$ cat config.mk
export PLATFORM = sky130hd
export DESIGN_NAME = sei_core
export DESIGN_NICKNAME = d
export VERILOG_FILES = /design/src/hw/sei_prog_timer.v /design/src/hw/sei_core.v
export VERILOG_INCLUDE_DIRS = /design/src /design/src/inc
export SDC_FILE = /design/constraint.sdc
export NUM_CORES = 1
export LEC_CHECK = 0
export BUFFER_PORTS_ARGS = -buffer_cell sky130_fd_sc_hd__buf_2
export CAP_MARGIN = 20
export CELL_PAD_IN_SITES_DETAIL_PLACEMENT = 1
export CELL_PAD_IN_SITES_GLOBAL_PLACEMENT = 2
export CORE_MARGIN = 2
export CORE_UTILIZATION = 41
export CTS_BUF_LIST = sky130_fd_sc_hd__clkbuf_16
export DETAILED_ROUTE_END_ITERATION = 10
export PLACE_DENSITY_LB_ADDON = 0.25
export SLEW_MARGIN = 25
export SYNTH_ARGS = -nofsm -noshare
export SYNTH_HDL_FRONTEND = slang
export SYNTH_SLANG_ARGS = --single-unit
export TNS_END_PERCENT = 1
$ cat constraint.sdc
create_clock -name clk_in -period 3.8 [get_ports clk_in]
set_input_delay 0.19 -clock clk_in [delete_from_list [all_inputs] [get_ports clk_in]]
set_output_delay 0.19 -clock clk_in [all_outputs]
set_load 0.02 [all_outputs]
$ cat src/inc/sei_defines.vh
/*
 * Constants of the serial word memory command front end: field widths,
 * opcodes, the sub-codes of the control opcode and the timing figures.
 * Assumes it is included by bare name from design files under hw/.
 */
`ifndef SEI_DEFINES_VH
`define SEI_DEFINES_VH

// Opcode values of the two-bit field.
`define SEI_OP_CTRL 2'h0
`define SEI_OP_WRITE 2'h1
`define SEI_OP_READ 2'h2
`define SEI_OP_ERASE 2'h3

// Control sub-codes carried by the top two address bits.
`define SEI_SUB_WDIS 2'h0
`define SEI_SUB_WALL 2'h1
`define SEI_SUB_EALL 2'h2
`define SEI_SUB_WEN 2'h3

// Bit counts of the command after the start bit, and the number of words.
`define SEI_HDR_BITS 8
`define SEI_DATA_BITS 16
`define SEI_WORDS 16

// Erased word value.
`define SEI_ERASED 16'hffff

// Clock rate in kHz and the self-timed programming time in us.
`define SEI_CLK_KHZ 50000
`define SEI_PROG_TIME_US 15000
// Least deselect time in ns.
`define SEI_DESEL_MIN_NS 1000

`endif

$ cat src/hw/sei_prog_timer.v
/*
 * Self-timed programming cycle counter of the serial word memory.
 * Assumes a single clock clk_in; start_in is a one-cycle pulse.
 */
`timescale 1ns/1ps
`default_nettype none

module sei_prog_timer #(
   parameter CYCLES = 750000,
   parameter CW = 20
) (
   // Clock and reset.
   input wire clk_in,
   input wire resetn_in,
   // Control.
   input wire start_in,
   // Status.
   output reg busy_out,
   output reg done_out
);

   // Remaining cycles of the current programming pass.
   reg [CW-1:0] count_reg;

   // Counts down once started; done pulses in the first cycle after busy falls.
   always @(posedge clk_in or negedge resetn_in) begin
      if (!resetn_in) begin
         count_reg <= {CW{1'b0}};
         busy_out <= 1'b0;
         done_out <= 1'b0;
      end else begin
         done_out <= 1'b0;
         if (start_in && !busy_out) begin
            // Starting while busy is ignored so a pass is never cut short.
            count_reg <= CYCLES[CW-1:0] - {{(CW-1){1'b0}}, 1'b1};
            busy_out <= 1'b1;
         end else if (busy_out) begin
            if (count_reg == {CW{1'b0}}) begin
               busy_out <= 1'b0;
               done_out <= 1'b1;
            end else begin
               count_reg <= count_reg - {{(CW-1){1'b0}}, 1'b1};
            end
         end
      end
   end

endmodule // sei_prog_timer

`default_nettype wire

$ cat src/hw/sei_core.v
/*
 * Command front end of a 16 by 16-bit serial word memory. It samples the
 * select, serial clock and serial input pins on the system clock, decodes
 * the command bit stream and runs the self-timed programming pass.
 * Assumes the pins are asynchronous to clk_in and the serial clock is much
 * slower than clk_in, so each of its edges is seen as a one-cycle pulse.
 */
`timescale 1ns/1ps
`default_nettype none
`include "sei_defines.vh"

module sei_core #(
   parameter PROG_CYCLES = (`SEI_PROG_TIME_US * (`SEI_CLK_KHZ / 1000)),
   parameter DESEL_CYCLES =
      (`SEI_DESEL_MIN_NS * (`SEI_CLK_KHZ / 1000) + 999) / 1000
) (
   // Clock and reset.
   input wire clk_in,
   input wire resetn_in,
   // Serial link pins.
   input wire chip_select_in,
   input wire serial_clock_in,
   input wire serial_input_in,
   // Serial output pin as data and enable.
   output reg serial_output_out,
   output reg serial_output_oe_out
);

   // Sequencer states, one-hot. IDLE waits for the start bit and shows
   // status, HDR takes opcode and address, DATA takes the write word,
   // READ shifts the addressed word out and DONE waits for select to
   // fall. Keeping DONE separate is what lets a stray clock edge after
   // the last bit cancel a program start.
   localparam [4:0] ST_IDLE = 5'h01;
   localparam [4:0] ST_HDR = 5'h02;
   localparam [4:0] ST_DATA = 5'h04;
   localparam [4:0] ST_READ = 5'h08;
   localparam [4:0] ST_DONE = 5'h10;

   // Two-stage synchronisers; stage one feeds only stage two.
   // The third register of select and clock only serves edge finding.
   reg cs_s1_reg, cs_s2_reg, cs_d_reg;
   reg sk_s1_reg, sk_s2_reg, sk_d_reg;
   reg di_s1_reg, di_s2_reg;

   // Memory array in flip-flops.
   // Reset fills it with the erased value, as after an erase all.
   reg [15:0] mem_reg [0:`SEI_WORDS-1];

   reg [4:0] state_reg; // Sequencer state.
   reg [7:0] hdr_reg; // Opcode and address shift register.
   reg [15:0] data_reg; // Write data or read shift register.
   reg [4:0] cnt_reg; // Bits taken in the current field.
   reg wen_reg; // Write enable latch.
   reg pend_reg; // An accepted program command waits for deselect.
   reg [15:0] pdata_reg; // Data of the pending pass.
   reg [3:0] paddr_reg; // Word of the pending pass.
   reg pall_reg; // Pending pass covers every word.
   reg status_reg; // Status display is active until a start bit or a long deselect, either with no pass running.
   reg [15:0] desel_cnt_reg; // Cycles spent deselected.
   reg start_pulse_reg; // Starts the programming pass.

   // Pin edges are seen two to three clk_in cycles late because of the
   // synchronisers; the serial clock must stay far slower than clk_in
   // or an edge could be missed between two samples.
   wire busy;
   wire done;
   wire sk_rise = sk_s2_reg && !sk_d_reg;
   wire cs_fall = cs_d_reg && !cs_s2_reg;
   wire [1:0] op = hdr_reg[7:6];
   wire [1:0] sub = hdr_reg[5:4];
   wire [3:0] waddr = hdr_reg[3:0];
   wire desel_ok = (desel_cnt_reg >= DESEL_CYCLES[15:0]);

   // Self-timed pass counter. It holds its own busy flag so that select
   // activity during a pass can never shorten or restart it.
   sei_prog_timer #(
      .CYCLES(PROG_CYCLES),
      .CW(24)
   ) u_timer (
      .clk_in(clk_in),
      .resetn_in(resetn_in),
      .start_in(start_pulse_reg),
      .busy_out(busy),
      .done_out(done)
   );

   // Pin synchronisers and edge delay stages.
   always @(posedge clk_in or negedge resetn_in) begin
      if (!resetn_in) begin
         cs_s1_reg <= 1'b0;
         cs_s2_reg <= 1'b0;
         cs_d_reg <= 1'b0;
         sk_s1_reg <= 1'b0;
         sk_s2_reg <= 1'b0;
         sk_d_reg <= 1'b0;
         di_s1_reg <= 1'b0;
         di_s2_reg <= 1'b0;
      end else begin
         cs_s1_reg <= chip_select_in;
         cs_s2_reg <= cs_s1_reg;
         cs_d_reg <= cs_s2_reg;
         sk_s1_reg <= serial_clock_in;
         sk_s2_reg <= sk_s1_reg;
         sk_d_reg <= sk_s2_reg;
         di_s1_reg <= serial_input_in;
         di_s2_reg <= di_s1_reg;
      end
   end

   // Array update at the end of a pass; writes overwrite without erase.
   genvar gi;
   generate
      for (gi = 0; gi < `SEI_WORDS; gi = gi + 1) begin : g_word
         always @(posedge clk_in or negedge resetn_in) begin
            if (!resetn_in) begin
               mem_reg[gi] <= `SEI_ERASED;
            end else if (done && (pall_reg || paddr_reg == gi)) begin
               mem_reg[gi] <= pdata_reg;
            end
         end
      end
   endgenerate

   // Time spent deselected, saturating; a short low does not reset.
   // Saturating keeps a long idle from wrapping round to a short count.
   always @(posedge clk_in or negedge resetn_in) begin
      if (!resetn_in) begin
         desel_cnt_reg <= 16'h0000;
      end else if (cs_s2_reg) begin
         desel_cnt_reg <= 16'h0000;
      end else if (!desel_ok) begin
         desel_cnt_reg <= desel_cnt_reg + 16'h0001;
      end
   end

   // Command sequencer, latch and pending-pass bookkeeping.
   always @(posedge clk_in or negedge resetn_in) begin
      if (!resetn_in) begin
         state_reg <= ST_IDLE;
         hdr_reg <= 8'h00;
         data_reg <= 16'h0000;
         cnt_reg <= 5'h00;
         wen_reg <= 1'b0;
         pend_reg <= 1'b0;
         pdata_reg <= 16'h0000;
         paddr_reg <= 4'h0;
         pall_reg <= 1'b0;
         status_reg <= 1'b0;
         start_pulse_reg <= 1'b0;
      end else begin
         start_pulse_reg <= 1'b0;
         if (cs_fall) begin
            // End of a cycle: latch commands and program starts act here.
            // A pending pass is dropped whatever happens, so it can
            // never start at a later, unrelated select fall.
            if (state_reg == ST_DONE && op == `SEI_OP_CTRL) begin
               if (sub == `SEI_SUB_WEN) begin
                  wen_reg <= 1'b1;
               end else if (sub == `SEI_SUB_WDIS) begin
                  wen_reg <= 1'b0;
               end
            end
            if (pend_reg && state_reg == ST_DONE && !busy) begin
               start_pulse_reg <= 1'b1;
            end
            pend_reg <= 1'b0;
            state_reg <= ST_IDLE;
         end else if (!cs_s2_reg) begin
            // Deselected: pins ignored; any low abandons the current command, and a
            // long enough low with no pass running also clears the status display.
            state_reg <= ST_IDLE;
            pend_reg <= 1'b0;
            if (desel_ok && !busy) begin
               status_reg <= 1'b0;
            end
         end else if (sk_rise) begin
            case (state_reg)
               ST_IDLE: begin
                  if (di_s2_reg) begin
                     state_reg <= ST_HDR;
                     cnt_reg <= 5'h00;
                     if (!busy) begin
                        status_reg <= 1'b0;
                     end
                  end
               end
               ST_HDR: begin
                  // Opcode then address, shifted in without gaps.
                  hdr_reg <= {hdr_reg[6:0], di_s2_reg};
                  cnt_reg <= cnt_reg + 5'h01;
                  if (cnt_reg == `SEI_HDR_BITS - 1) begin
                     cnt_reg <= 5'h00;
                     if (hdr_reg[6:5] == `SEI_OP_READ) begin
                        // Load the addressed word; dummy zero goes first.
                        data_reg <= mem_reg[{hdr_reg[2:0], di_s2_reg}];
                        state_reg <= ST_READ;
                     end else if (hdr_reg[6:5] == `SEI_OP_WRITE ||
                        (hdr_reg[6:5] == `SEI_OP_CTRL &&
                         hdr_reg[4:3] == `SEI_SUB_WALL)) begin
                        state_reg <= ST_DATA;
                     end else begin
                        state_reg <= ST_DONE;
                        if (hdr_reg[6:5] == `SEI_OP_ERASE ||
                           (hdr_reg[6:5] == `SEI_OP_CTRL &&
                            hdr_reg[4:3] == `SEI_SUB_EALL)) begin
                           pend_reg <= wen_reg;
                           pdata_reg <= `SEI_ERASED;
                           paddr_reg <= {hdr_reg[2:0], di_s2_reg};
                           pall_reg <= (hdr_reg[6:5] == `SEI_OP_CTRL);
                        end
                     end
                  end
               end
               ST_DATA: begin
                  data_reg <= {data_reg[14:0], di_s2_reg};
                  cnt_reg <= cnt_reg + 5'h01;
                  if (cnt_reg == `SEI_DATA_BITS - 1) begin
                     state_reg <= ST_DONE;
                     pend_reg <= wen_reg;
                     pdata_reg <= {data_reg[14:0], di_s2_reg};
                     paddr_reg <= waddr;
                     pall_reg <= (op == `SEI_OP_CTRL);
                  end
               end
               ST_READ: begin
                  // Each rising edge after the dummy moves out one bit.
                  // Zeros fill in behind, so extra edges read as zero.
                  if (cnt_reg != 5'h00) begin
                     data_reg <= {data_reg[14:0], 1'b0};
                  end
                  if (cnt_reg != `SEI_DATA_BITS) begin
                     cnt_reg <= cnt_reg + 5'h01;
                  end
               end
               ST_DONE: begin
                  // A clock edge after the last bit cancels the program
                  // start, since select must fall before it.
                  pend_reg <= 1'b0;
               end
               default: begin
                  state_reg <= ST_IDLE;
               end
            endcase
         end
         // Placed last so a pass start wins over any clear in the same
         // cycle; a running pass must never hide its busy status.
         if (start_pulse_reg) begin
            status_reg <= 1'b1;
         end
      end
   end

   // Output pin: released when deselected, status while a pass is shown,
   // dummy zero then MSB-first data during a read.
   // Registered so the pin never glitches while the sequencer settles;
   // the cost is one more clk_in cycle of delay after each edge.
   always @(posedge clk_in or negedge resetn_in) begin
      if (!resetn_in) begin
         serial_output_out <= 1'b0;
         serial_output_oe_out <= 1'b0;
      end else if (!cs_s2_reg) begin
         serial_output_out <= 1'b0;
         serial_output_oe_out <= 1'b0;
      end else if (status_reg && state_reg == ST_IDLE) begin
         serial_output_out <= !busy;
         serial_output_oe_out <= 1'b1;
      end else if (state_reg == ST_READ) begin
         serial_output_out <= (cnt_reg == 5'h00) ? 1'b0 : data_reg[15];
         serial_output_oe_out <= 1'b1;
      end else begin
         serial_output_out <= 1'b0;
         serial_output_oe_out <= 1'b0;
      end
   end

endmodule // sei_core

`default_nettype wire

==> impl_metrics.ini <==
[drt]
drt_first_pass_iters = 4
vias = 10500
antenna_left = 0
drt_iter0_drc = 566
wl_per_cell_um = 23.1
wl_um = 42900
avgViaCountPerCell = 5.63
drc = 0

[floorplan]
die_h_um = 209
io_pins = 7
fp.dieW_um = 209
fp.dieArea_um2 = 43600
core-area_um2 = 41700
initial_core_util = 0.413
rows = 75

[sta]
maxSlewViolCount = 0
rsz0062_at_grt = no
finalCritPeriodShare = 0.681
setup-tns-final_ns = 0
hold_viol_final = 0
fin_ws_ns = 1.21
max_freq_ghz = 0.386
finalSetupViolCount = 0
clock_skew_ns = 0.0233
post-route-min-period_ns = 2.59
slew_headroom = 0.261
worst_hold_slack_ns = 0.211
tightest_slew_ns = 1.10

[setup_path]
slowest_stage = or4b_2
cp-start-kind = flop
path_delay_family = compound AO/OA/AOI/OAI gates
rrSetupSlack_ns = 1.21
reg2reg_from = hdr_reg[6]$_DFFE_PN0P_
path_class = flop to flop
reg2reg_to = pdata_reg[7]$_DFFE_PN0P_
crit_path_cell_trace = or4b_2 -> a21oi_1 -> o2111a_1 -> buf_4 -> nor2_1 -> a21oi_1
cp_common_cell = a21oi_1
cp.arrival_ns = 3.06
end_kind = flop
crit_required_ns = 4.27
crit_buf_inv = 1
cp_max_fo = 16
r2r_cells = 6
slowest_delay_ns = 0.68

[global_routing]
antenna_found_initial = 0
grt_pass1_vias = 11500
grt_start_max_net_pins = 87
overflow = 0
track_usage = 0.203
grt_pass1_wl_um = 68200

[clock_tree]
cts_buffer_depth = 3
numCtsBuffers = 43
clock_sinks = 367
cts_setup_buffers = 0
cts_tree = built
clk_latency_ns = 0.57
clkTransAtPathRegs_ns = 0.06
htreeDepth = 2
root_buffer = clkbuf_16

[placed_design]
gp_congestion = 0.753
dp_slack_ns = 1.19
dp_cells = 1779
portBuffers = 6
dpl.hpwl_um = 26200

[yosys]
synth_edf_count = 0
yosys_warnings = 0
synth_fp_nets = 1299
ys_seq_area_frac = 0.552
ys_ff_latch = 367
netlist_area_um2 = 17200
synth_cell_types = 66
ys.flop_type = dfstp_2
synth_area_per_cell_um2 = 13.4
netlist_instances = 1286
async_flop_share = 1.00

[power_and_ir_drop]
leakage_nw = 8.13
power_density_nw_per_um2 = 423
vdd_drop_max_v = 0.000270

[final_layout]
fillers = 4206
drive_above_1_share = 0.522
num_antenna_cells = 0
final_util = 0.463
nets = 1302
largest_reg_flops = 256
syn2layout_area_growth_pct = 12.2
instances_no_fill = 1860

[hold_path]
hp-class = primary input to async pin

[run_status]
status = finished, final reports clean

[run]
cap_violations = 0
layout make-up:
| cell class | instances | area [µm²] | area share |
|---|---|---|---|
| clock buffers | 45 | 1130 | 0.0583 |
| clock inverters | 32 | 185 | 0.00959 |
| inverters | 13 | 48.8 | 0.00253 |
| multi-input cells | 821 | 7390 | 0.383 |
| flip-flops and latches | 367 | 9510 | 0.492 |
| well taps | 539 | 674 | 0.0349 |
| repair buffers | 43 | 378 | 0.0196 |
repair_timing:
action / 4_1_cts / 5_1_grt
endpoints found under the hold margin: 65 / 0
hold buffers: 4 / 0
resized for setup: 0 / 0
how the worst max path moves through the flow:
stage | start | to | slack, ns | cells after the start
after floorplan | state_reg[0]$_DFFE_PN1P_ | cnt_reg[3]$_DFFE_PN0P_ | 1.69 | 6
after global placement | pall_reg$_DFFE_PN0P_ | mem_reg[93]$_DFFE_PN1P_ | 1.25 | 5
after detailed placement | hdr_reg[6]$_DFFE_PN0P_ | pdata_reg[9]$_DFFE_PN0P_ | 1.19 | 6
after CTS | hdr_reg[6]$_DFFE_PN0P_ | pdata_reg[9]$_DFFE_PN0P_ | 1.20 | 6
after global routing | cnt_reg[0]$_DFFE_PN0P_ | data_reg[7]$_DFFE_PN0P_ | 0.98 | 7
final | hdr_reg[6]$_DFFE_PN0P_ | pdata_reg[7]$_DFFE_PN0P_ | 1.21 | 6
per-layer routing:
metal | GRT usage | routed length, µm
met4 | 0.0603 | 1020
met2 | 0.341 | 21000
met1 | 0.276 | 19500
met3 | 0.0275 | 1420
met5 | 0 | 0
kinds of logic after synthesis:
group	after synthesis	share of synthesized area
compound gates	170	0.0719
xor+xnor	9	0.00458
fa+ha+maj	8	0.00581
buf+inv	98	0.0240
flops	367	0.552
mux	380	0.265
simple gates	254	0.0762
where the power goes:
part           total (W)  switching, W  internal [W]
logic           0.000254      0.000169     0.0000843
clock network    0.00387       0.00161       0.00226
registers        0.00404     0.0000949       0.00395
total            0.00817       0.00188       0.00629
cell usage after synthesis, types with 4 or more instances:
| library cell | count | area (µm²) |
|---|---|---|
| mux2_2 | 271 | 3050 |
| dfstp_2 | 257 | 6750 |
| dfrtp_1 | 110 | 2750 |
| nor2_1 | 77 | 289 |
| mux2i_1 | 75 | 751 |
| clkbuf_1 | 62 | 233 |
| nand2_1 | 51 | 191 |
| mux4_2 | 34 | 766 |
| a221oi_1 | 30 | 263 |
| nand3_1 | 24 | 120 |
| a21oi_1 | 23 | 115 |
| nor2b_1 | 23 | 144 |
| o211ai_1 | 19 | 143 |
| buf_2 | 18 | 90.1 |
| nor3_1 | 18 | 90.1 |
| o21ai_0 | 18 | 90.1 |
| a22oi_1 | 17 | 128 |
| o21a_1 | 16 | 120 |
| o21ai_1 | 13 | 65.1 |
| inv_1 | 12 | 45.0 |
| nand2b_1 | 12 | 75.1 |
| nor4_1 | 11 | 68.8 |
| ha_1 | 8 | 100 |
| xor2_1 | 6 | 52.6 |
| and2_1 | 5 | 31.3 |
| and3_1 | 4 | 25.0 |
| nand4_1 | 4 | 25.0 |
| o31a_1 | 4 | 35.0 |
| or3_1 | 4 | 25.0 |
stage by stage:
| step | cell area [µm²] | power (W) |
|---|---|---|
| global route | 19300 | 0.00849 |
| CTS | 19300 | 0.00831 |
| global placement | 18000 | 0.00436 |
| detailed placement | 18000 | 0.00436 |
| floorplan | 17200 | 0.00420 |
| finish | 19300 | 0.00817 |
placed cells by master, fill, tap and decap left out, drive strengths merged, types with 23 or more instances in the layout:
cell type | synthesis | routed
mux2 | 271 | 271
dfstp | 257 | 257
dfrtp | 110 | 110
nor2 | 77 | 77
mux2i | 75 | 75
nand2 | 51 | 51
clkbuf | 62 | 45
buf | 23 | 39
mux4 | 34 | 34
a221oi | 31 | 31
o21ai | 31 | 31
nand3 | 24 | 24
a21oi | 23 | 23
nor2b | 23 | 23
No activity file was read; power rests on OpenSTA's default activity.
